## src/inc/osa_pkg.sv

```systemverilog
// constants and carrier types for the origin search and position counter
`default_nettype none
package osa_pkg;
  localparam int CLK_HZ = 40000000;
  localparam int HIGH_SPEED_HZ = 10000;
  localparam int CONSTANT_SPEED_HZ = 1000;
  localparam int JOG_DELAY_US = 1000;
  // longest pulse period rounds down, never below one cycle
  localparam int HS_DIV = (CLK_HZ / HIGH_SPEED_HZ) < 1 ? 1 :
                          CLK_HZ / HIGH_SPEED_HZ;
  localparam int CS_DIV = (CLK_HZ / CONSTANT_SPEED_HZ) < 1 ? 1 :
                          CLK_HZ / CONSTANT_SPEED_HZ;
  // least delay, cycles per microsecond round down
  localparam int JOG_DLY = (JOG_DELAY_US * (CLK_HZ / 1000000) + 0);
  localparam int DIV_W = 16;
  localparam int POS_W = 24;
  localparam logic [23:0] POS_RST = 24'h000000;
  localparam logic [23:0] POS_BAD = 24'h800000;
  localparam int SEN_ORG = 0;
  localparam int SEN_NEAR = 1;
  localparam int SEN_LIM = 2;
  localparam int SEN_PHASE = 3;
  localparam logic [3:0] SEN_RST = 4'hf;

  typedef enum logic [1:0] {
    two_sensor_ccw_edge_search = 2'h0,
    no_backlash_two_sensor_search = 2'h1,
    limit_as_origin_search = 2'h2,
    limit_as_origin_jog_search = 2'h3
  } osa_type_t;

  typedef enum logic [2:0] {
    ST_IDLE = 3'h0,
    ST_IDX = 3'h1,
    ST_SEEK = 3'h3,
    ST_SCAN = 3'h2,
    ST_FINE = 3'h6,
    ST_JOG = 3'h7,
    ST_FIN = 3'h5
  } osa_state_t;

  typedef struct packed {
    logic start;
    osa_type_t search_type;
    logic abort;
    logic pos_init;
    logic [23:0] init_val;
    logic pos_read;
    logic sel_pos;
    logic drv_reset_en;
    logic phase_and_en;
  } osa_cmd_t;

  typedef struct packed {
    logic busy;
    logic done;
    logic error;
    logic found;
  } osa_stat_t;
endpackage
`default_nettype wire

```

## src/osa_origin_search.sv

```systemverilog
// origin search sequencer and 24-bit position counter for one axis
// Summary of operation
// - two-sensor type: near phase, then origin phase
// - two-sensor type ends on origin ccw-side edge
// - no-backlash: constant scan to origin cw edge
// - limit types: limit cw-side edge is origin
// - jog variant repeats jog moves at the end
// - optional driver reset pulse on success
// - optional AND of origin with phase origin
// - position counters are 24 bits wide
// - position follows output pulses by direction
// - drive data bytes show position when selected
// - read command returns position
// - position valid within +-8388607
// - position clears to zero at reset
// - initialize command loads host value
// - remember origin, fast return when flag set
// - sensors are active low
`default_nettype none
module osa_origin_search #(
  parameter int CS_DIV_P = osa_pkg::CS_DIV,
  parameter int JOG_DLY_P = osa_pkg::JOG_DLY
) (
  input wire logic clk,
  input wire logic rstn,
  input wire logic origin_sensor_n,
  input wire logic near_origin_sensor_n,
  input wire logic ccw_limit_n,
  input wire logic phase_origin_in,
  input wire osa_pkg::osa_cmd_t cmd,
  output osa_pkg::osa_stat_t stat,
  output logic pulse_out,
  output logic dir_cw,
  output logic driver_reset_out,
  output logic [7:0] drive_data1,
  output logic [7:0] drive_data2,
  output logic [7:0] drive_data3,
  output logic [23:0] pos_read_data,
  output logic pos_read_valid
);
  import osa_pkg::*;

  logic [3:0] sen_s1_r;
  logic [3:0] sen_s2_r;
  logic [3:0] sen_pv_r;
  osa_state_t st_r;
  osa_state_t st_nxt;
  osa_type_t typ_r;
  osa_type_t last_typ_r;
  logic [DIV_W-1:0] div_r;
  logic [POS_W-1:0] pos_r;
  logic [POS_W-1:0] org_pos_r;
  logic found_r;
  osa_stat_t stat_r;
  logic pulse_r;
  logic dir_r;
  logic drst_r;
  logic [23:0] dd_r;
  logic [23:0] rd_r;
  logic rdv_r;

  // stage one only feeds stage two; logic reads stage two and later
  always_ff @(posedge clk or negedge rstn) begin
    if (!rstn) begin
      sen_s1_r <= SEN_RST;
      sen_s2_r <= SEN_RST;
      sen_pv_r <= SEN_RST;
    end else begin
      sen_s1_r <= {phase_origin_in, ccw_limit_n, near_origin_sensor_n,
                   origin_sensor_n};
      sen_s2_r <= sen_s1_r;
      sen_pv_r <= sen_s2_r;
    end
  end

  // no debounce here: chatter would be taken as real edges
  wire org_q_n = sen_s2_r[SEN_ORG] |
                 (cmd.phase_and_en & sen_s2_r[SEN_PHASE]);
  wire org_pv_n = sen_pv_r[SEN_ORG] |
                  (cmd.phase_and_en & sen_pv_r[SEN_PHASE]);
  wire org_on = ~org_q_n;
  wire near_on = ~sen_s2_r[SEN_NEAR];
  wire lim_on = ~sen_s2_r[SEN_LIM];
  // moving cw, sensor going off is its cw-side edge
  wire org_cw_edge = org_q_n & ~org_pv_n;
  wire org_ccw_edge = ~org_q_n & org_pv_n;
  wire near_cw_edge = sen_s2_r[SEN_NEAR] & ~sen_pv_r[SEN_NEAR];
  wire lim_cw_edge = sen_s2_r[SEN_LIM] & ~sen_pv_r[SEN_LIM];

  wire is_limit = (typ_r == limit_as_origin_search) |
                  (typ_r == limit_as_origin_jog_search);
  wire searching = (st_r != ST_IDLE) & (st_r != ST_FIN);
  wire org_fault = is_limit & searching & org_on;
  wire quit = cmd.abort | org_fault;
  wire div_zero = (div_r == '0);
  wire pos_bad = (pos_r == POS_BAD);
  wire at_target = (pos_r == org_pos_r);
  wire tgt_cw = $signed(org_pos_r) > $signed(pos_r);

  // speed and direction per phase
  wire moving = (st_r == ST_IDX) | (st_r == ST_SEEK) |
                (st_r == ST_SCAN) | (st_r == ST_FINE);
  wire fast = (st_r == ST_IDX) | (st_r == ST_SEEK);
  wire dir_nxt = (st_r == ST_IDX) ? tgt_cw : (st_r != ST_SEEK);
  wire step = moving & div_zero & ~(st_r == ST_IDX & at_target);
  wire jog_step = (st_r == ST_JOG) & div_zero & lim_on;
  wire any_step = step | jog_step;
  wire [DIV_W-1:0] reload = fast ? DIV_W'(HS_DIV) :
                            (st_r == ST_JOG) ? DIV_W'(JOG_DLY_P) :
                            DIV_W'(CS_DIV_P);

  wire start_ok = cmd.start & (st_r == ST_IDLE);
  wire keep_flag = found_r & (cmd.search_type == last_typ_r) & ~pos_bad;
  wire osa_state_t first_st =
    (cmd.search_type == no_backlash_two_sensor_search) ? ST_SCAN : ST_SEEK;
  wire osa_state_t after_idx =
    (typ_r == no_backlash_two_sensor_search) ? ST_SCAN : ST_SEEK;

  always_comb begin
    st_nxt = st_r;
    unique case (st_r)
      ST_IDLE: begin
        if (cmd.start) begin
          st_nxt = keep_flag ? ST_IDX : first_st;
        end
      end
      ST_IDX: begin
        if (at_target) begin
          st_nxt = after_idx;
        end
      end
      ST_SEEK: begin
        if (is_limit ? lim_on : near_on) begin
          st_nxt = (typ_r == limit_as_origin_jog_search) ?
                   ST_JOG : ST_SCAN;
        end
      end
      ST_SCAN: begin
        unique case (typ_r)
          two_sensor_ccw_edge_search: begin
            if (near_cw_edge) begin
              st_nxt = ST_FINE;
            end
          end
          no_backlash_two_sensor_search: begin
            if (org_cw_edge) begin
              st_nxt = ST_FIN;
            end else if (near_cw_edge) begin
              st_nxt = ST_FINE;
            end
          end
          limit_as_origin_search: begin
            if (lim_cw_edge) begin
              st_nxt = ST_FIN;
            end
          end
          limit_as_origin_jog_search: begin
            st_nxt = ST_JOG;
          end
        endcase
      end
      ST_FINE: begin
        if (typ_r == two_sensor_ccw_edge_search ?
            org_ccw_edge : org_cw_edge) begin
          st_nxt = ST_FIN;
        end
      end
      ST_JOG: begin
        if (div_zero & ~lim_on) begin
          st_nxt = ST_FIN;
        end
      end
      ST_FIN: begin
        st_nxt = ST_IDLE;
      end
    endcase
    if (quit & searching) begin
      st_nxt = ST_IDLE;
    end
  end

  always_ff @(posedge clk or negedge rstn) begin
    if (!rstn) begin
      st_r <= ST_IDLE;
      typ_r <= two_sensor_ccw_edge_search;
      div_r <= '0;
    end else begin
      st_r <= st_nxt;
      if (start_ok) begin
        typ_r <= cmd.search_type;
      end
      if (st_nxt != st_r) begin
        div_r <= '0;
      end else if (div_zero) begin
        div_r <= reload;
      end else begin
        div_r <= div_r - DIV_W'(1);
      end
    end
  end

  // origin memory follows address initialize so the spot stays physical
  wire [POS_W-1:0] init_delta = cmd.init_val - pos_r;
  always_ff @(posedge clk or negedge rstn) begin
    if (!rstn) begin
      pos_r <= POS_RST;
      org_pos_r <= POS_RST;
      found_r <= 1'b0;
      last_typ_r <= two_sensor_ccw_edge_search;
    end else begin
      if (cmd.pos_init) begin
        pos_r <= cmd.init_val;
        org_pos_r <= org_pos_r + init_delta;
      end else if (any_step) begin
        pos_r <= dir_nxt ? pos_r + POS_W'(1) : pos_r - POS_W'(1);
      end
      if (st_r == ST_FIN) begin
        found_r <= 1'b1;
        last_typ_r <= typ_r;
        if (!cmd.pos_init) begin
          org_pos_r <= pos_r;
        end
      end else if ((quit & searching) | pos_bad |
                   (start_ok & ~keep_flag)) begin
        found_r <= 1'b0;
      end
    end
  end

  always_ff @(posedge clk or negedge rstn) begin
    if (!rstn) begin
      stat_r <= '0;
      pulse_r <= 1'b0;
      dir_r <= 1'b1;
      drst_r <= 1'b0;
      dd_r <= '0;
      rd_r <= '0;
      rdv_r <= 1'b0;
    end else begin
      stat_r.busy <= (st_nxt != ST_IDLE);
      stat_r.done <= (st_r == ST_FIN);
      stat_r.error <= quit & searching;
      stat_r.found <= found_r;
      pulse_r <= any_step;
      dir_r <= dir_nxt;
      drst_r <= (st_r == ST_FIN) & cmd.drv_reset_en;
      dd_r <= cmd.sel_pos ? pos_r : 24'h000000;
      rd_r <= cmd.pos_read ? pos_r : rd_r;
      rdv_r <= cmd.pos_read;
    end
  end

  assign stat = stat_r;
  assign pulse_out = pulse_r;
  assign dir_cw = dir_r;
  assign driver_reset_out = drst_r;
  assign drive_data1 = dd_r[7:0];
  assign drive_data2 = dd_r[15:8];
  assign drive_data3 = dd_r[23:16];
  assign pos_read_data = rd_r;
  assign pos_read_valid = rdv_r;

  chk_pos_load: assert property (@(posedge clk) disable iff (!rstn)
    cmd.pos_init |=> pos_r == $past(cmd.init_val))
    else $error("position not loaded");
  chk_pos_step: assert property (@(posedge clk) disable iff (!rstn)
    any_step && dir_nxt && !cmd.pos_init |=> pos_r == $past(pos_r) + 24'h1)
    else $error("position did not count up");
  chk_pulse_pos: assert property (@(posedge clk) disable iff (!rstn)
    pulse_out && !dir_cw && !$past(cmd.pos_init)
    |-> pos_r == $past(pos_r) - 24'h1)
    else $error("pulse and count disagree");
  chk_bytes_pos: assert property (@(posedge clk) disable iff (!rstn)
    cmd.sel_pos |=> {drive_data3, drive_data2, drive_data1} == $past(pos_r))
    else $error("drive bytes wrong");
  chk_read_reply: assert property (@(posedge clk) disable iff (!rstn)
    cmd.pos_read |=> pos_read_valid && pos_read_data == $past(pos_r))
    else $error("read reply wrong");
  chk_near_first: assert property (@(posedge clk) disable iff (!rstn)
    st_r == ST_FINE && typ_r == two_sensor_ccw_edge_search
    |-> $past(st_r) inside {ST_SCAN, ST_FINE})
    else $error("origin phase before near phase");
  chk_limit_edge: assert property (@(posedge clk) disable iff (!rstn)
    st_r == ST_SCAN && typ_r == limit_as_origin_search && !quit
    && lim_cw_edge |=> st_r == ST_FIN ##1 stat.done)
    else $error("limit edge not taken as origin");
  chk_org_watch: assert property (@(posedge clk) disable iff (!rstn)
    org_fault |=> st_r == ST_IDLE ##1 !stat.busy)
    else $error("origin fault not stopped");
  chk_drv_reset: assert property (@(posedge clk) disable iff (!rstn)
    st_r == ST_FIN && cmd.drv_reset_en |=> driver_reset_out ##1
    !driver_reset_out)
    else $error("driver reset pulse wrong");
  chk_found_set: assert property (@(posedge clk) disable iff (!rstn)
    st_r == ST_FIN |=> found_r ##1 stat.found)
    else $error("found flag not set");
endmodule
`default_nettype wire

```

## config.mk

```make
export PLATFORM = sky130hd
export DESIGN_NAME = osa_origin_search
export DESIGN_NICKNAME = d
export VERILOG_FILES = /design/src/inc/osa_pkg.sv /design/src/osa_origin_search.sv
export SDC_FILE = /design/constraint.sdc
export NUM_CORES = 1
export LEC_CHECK = 0
export BUFFER_PORTS_ARGS = -buffer_cell sky130_fd_sc_hd__buf_2
export CORE_ASPECT_RATIO = 1.5
export CORE_MARGIN = 1
export CORE_UTILIZATION = 55
export CTS_CLUSTER_DIAMETER = 150
export CTS_CLUSTER_SIZE = 16
export DETAILED_ROUTE_END_ITERATION = 6
export GPL_ROUTABILITY_DRIVEN = 0
export PLACE_DENSITY = 0.82
export SLEW_MARGIN = 30
export SYNTH_ARGS = -nofsm -noshare
export SYNTH_HDL_FRONTEND = slang
export SYNTH_SLANG_ARGS = --single-unit
```

## constraint.sdc

```tcl
create_clock -name clk -period 7.6 [get_ports clk]
set_input_delay 1.52 -clock clk [delete_from_list [all_inputs] [get_ports clk]]
set_output_delay 1.52 -clock clk [all_outputs]
set_load 0.02 [all_outputs]
```

==> run_results.csv <==
group,metric,value,unit
status,status,"finished, final reports clean",
cells_and_area,antenna_cells,0,
pwr,comb_power_share,0.526,
critical_path,slowest_delay,800,ps
pwr,pwr-share-seq,0.269,
grt,use_met1,0.311,
die,coreArea,16100,sq um
sta,finalSetupViolCount,0,
pwr,power,0.00417,W
sta,fin_skew,9.85,ps
critical_path,crit_path_end,"org_pos_r[23]",
logic_synthesis,syn_area,9050,sq um
critical_path,crit_fanout,3,
routing,routed_wl,22900,microns
logic_synthesis,ys_seq_area_frac,0.389,
clocking,hold_buffers,0,
critical_path,worstPathCellList,"buf_2 -> inv_1 -> fa_1 -> inv_1 -> ha_1 -> a211o_1 -> a2111oi_0 -> o21ai_0 -> a221oi_1 -> o31ai_1 -> a21o_1 -> o211ai_1 -> a21o_1 -> a31oi_1",
pwr,switching_share,0.440,
sta,hold_slack,356,ps
critical_path,crit_arrival,5400,ps
flow_run,drv_cap,0,
sta,rsz0062_at_grt,"no",
logic_synthesis,yosysMostFrequentCell,"inv_1",
logic_synthesis,synth_edf_count,0,
pwr,p_switching,0.00184,W
routing,first_pass_iters,7,
pwr,p_int,0.00234,W
cells_and_area,syn2layout_area_growth,13.3,%
cells_and_area,nNetsFinal,1178,
sta,tightestPinTransition,917,ps
die,io_pins,95,
sta,tns,0,ps
logic_synthesis,synthAdderAreaFrac,0.119,
critical_path,path_depth,14,
routing,wire_per_inst,17.8,microns
logic_synthesis,avgSynthCellArea,9.13,sq um
logic_synthesis,synthFlopType,"dfrtp_1",
placed_design,dpl_cell_area,9650,sq um
grt,grt_use_met2,0.489,
logic_synthesis,synth-simple-area-share,0.172,
sta,hold_violations,0,
routing,num_vias,7606,
clocking,clockBufferDepth,2,
logic_synthesis,synth_top_family_by_area,"simple AND/OR/NAND/NOR gates",
routing,drt_iter0_markers,673,
clocking,cts_tree,"done",
pwr,p_leak,4.87,nW
critical_path,r2r-start,"pos_r[11]",
hold_path,hp-class,"reg2reg",
die,fp.dieH,159,microns
grt,busiest_layer,"met2",
clocking,cts.sink_count,140,
clocking,cts_root_buf,"clkbuf_16",
logic_synthesis,synthMuxAreaShare,0.0505,
critical_path,path_buf_inv,3,
logic_synthesis,async_reset_ff_frac,1.00,
grt,grt_max_degree,90,
die,dieArea,17000,sq um
critical_path,rrSetupSlack,2570,ps
grt,grt_pass1_wl,37500,microns
clocking,insertion_delay,440,ps
cells_and_area,final_util,0.636,
logic_synthesis,synth_area_leaders,"dfrtp_1, ha_1, inv_1",
logic_synthesis,synthCells,991,
sta,fmax,195,MHz
logic_synthesis,yosysTopAreaCell,"dfrtp_1",
grt,grt.overflow.total,0,
pwr,clkPwrFrac,0.204,
routing,via_per_inst,5.91,
die,rows,57,
grt,antenna_found_initial,0,
die,start_util,0.561,
clocking,clk_pin_slew,60,ps
sta,slew_violations,0,
sta,fin_crit_sh,0.675,
pwr,peakVddDrop,260,uV
logic_synthesis,synth.distinct_cells,69,
clocking,cts_setup_buffers,0,
placed_design,port_buffers,94,
grt,first_global_vias,7638,
critical_path,end_kind,"register",
logic_synthesis,synth_compound_area_frac,0.141,
critical_path,r2r_end,"pos_r[18]",
critical_path,crit_type,"in2reg",
critical_path,rr_worst_depth,17,
routing,drc,0,
clocking,ctsResizeCount,0,
clocking,h-tree-depth,4,
critical_path,crit_required,7870,ps
sta,slew_headroom,0.373,
routing,postRouteAntennaNets,0,
critical_path,critPathTopFamily,"compound AO/OA/AOI/OAI gates",
clocking,cts_made_buffers,17,
die,die_x,107,microns
critical_path,critPathLaunch,"cmd[5]",
logic_synthesis,synth_xor_area_frac,0.0552,
sta,period_needed,5130,ps
logic_synthesis,synth_common_cells,"inv_1, dfrtp_1, nand2_1",
grt,use_met3,0.0573,
cells_and_area,drive_above_1_share,0.170,
critical_path,slowest_stage,"a2111oi_0",
logic_synthesis,yosysTopAreaCellShare,0.351,
logic_synthesis,syn-num-nets,1102,
grt,grt_usage,0.285,
cells_and_area,stdcell_area,10300,sq um
critical_path,start_kind,"input port",
placed_design,hpwlAfterDp,16700,microns
logic_synthesis,ys_warn_count,0,
logic_synthesis,synth_seq_cells,140,
pwr,cellPowerDensity,407,nW/um^2
[state kept, by name, summed over array words and instances, names as in the netlist]
| signal | count |
|---|---|
| dd_r | 24 |
| org_pos_r | 24 |
| pos_r | 24 |
| pos_read_data | 24 |
| div_r | 16 |
| sen_pv_r | 4 |
| sen_s1_r | 4 |
| sen_s2_r | 4 |
| stat | 4 |
| st_r | 3 |
| last_typ_r | 2 |
| typ_r | 2 |
| dir_cw | 1 |
| driver_reset_out | 1 |
| found_r | 1 |
| pos_read_valid | 1 |
| pulse_out | 1 |
[layer usage]
layer,up-vias,share of wire
li1,3550,-
met1,3625,0.35
met2,327,0.52
met3,104,0.055
met4,0,0.068
met5,-,0
[power by group through the flow]
stage	clock network, W	registers, W	logic (W)
after floorplan	0	0.00110	0.00171
after global placement	0	0.00112	0.00210
after detailed placement	0	0.00113	0.00216
after CTS	0.000863	0.00112	0.00219
after global routing	0.000890	0.00115	0.00247
final	0.000852	0.00112	0.00220
[cells in the final DEF (no fill, tap or decap), drive strengths merged, types with 16 or more instances in the layout]
master and n:
fa 23, inv 140, nand2 80, ha 49, xnor2 47, o21ai 52
nor4 16, nand3 22, a21oi 58, clkbuf 18, a211oi 17, buf 98
nor2 68, and2 26, dfrtp 127, nor3 33, mux2 29
[stage by stage]
stage / worst slack [ps] / instances
floorplan: 2960 / 991
detailed placement: 2140 / 1254
global placement: 2210 / 1254
CTS: 2540 / 1286
finish: 2470 / 1286
global route: 2200 / 1286
[worst register-to-register path, cell delays in order (launching register included)]
cell and delay (ps):
dfrtp_1 630, inv_1 170, ha_1 370, nand4_2 160, nor4_4 510, a21boi_1 120, mux2_2 330, nor3_4 590
xnor2_1 140, ha_1 240, or4_1 440, nand3b_1 180, nor2_1 180, nand2_1 120, nor3_1 160, o21ai_0 140
xnor2_1 280, o21ai_0 110
[layout make-up]
| class | count | area (sq um) |
|---|---|---|
| Fill cell | 1380 | 5860 |
| Tap cell | 206 | 258 |
| Timing Repair Buffer | 98 | 507 |
| Clock inverter | 14 | 179 |
| Inverter | 133 | 499 |
| Sequential cell | 140 | 3520 |
| Clock buffer | 18 | 429 |
| Multi-Input combinational cell | 677 | 4860 |
[cell families (layout without fill, tap and decap cells)]
| family | Yosys count | in the layout |
|---|---|---|
| AO/OA/AOI/OAI | 202 | 202 |
| XOR/XNOR | 57 | 57 |
| adder cells (fa/ha/maj) | 72 | 72 |
| buffers and inverters | 174 | 263 |
| flip-flops | 140 | 140 |
| multiplexers | 42 | 42 |
| AND/OR/NAND/NOR | 304 | 304 |
[how the worst min path moves through the flow]
stage,start,slack [ps],endpoint,cells after the start
after floorplan,sen_s1_r[0],350,sen_s2_r[0],0
after global placement,sen_s1_r[3],350,sen_s2_r[3],0
after detailed placement,sen_s1_r[1],350,sen_s2_r[1],0
after CTS,sen_s1_r[1],360,sen_s2_r[1],0
after global routing,sen_s1_r[1],360,sen_s2_r[1],0
final,sen_s1_r[1],360,sen_s2_r[1],0
Note: power is estimated with default switching activity, not from simulation.
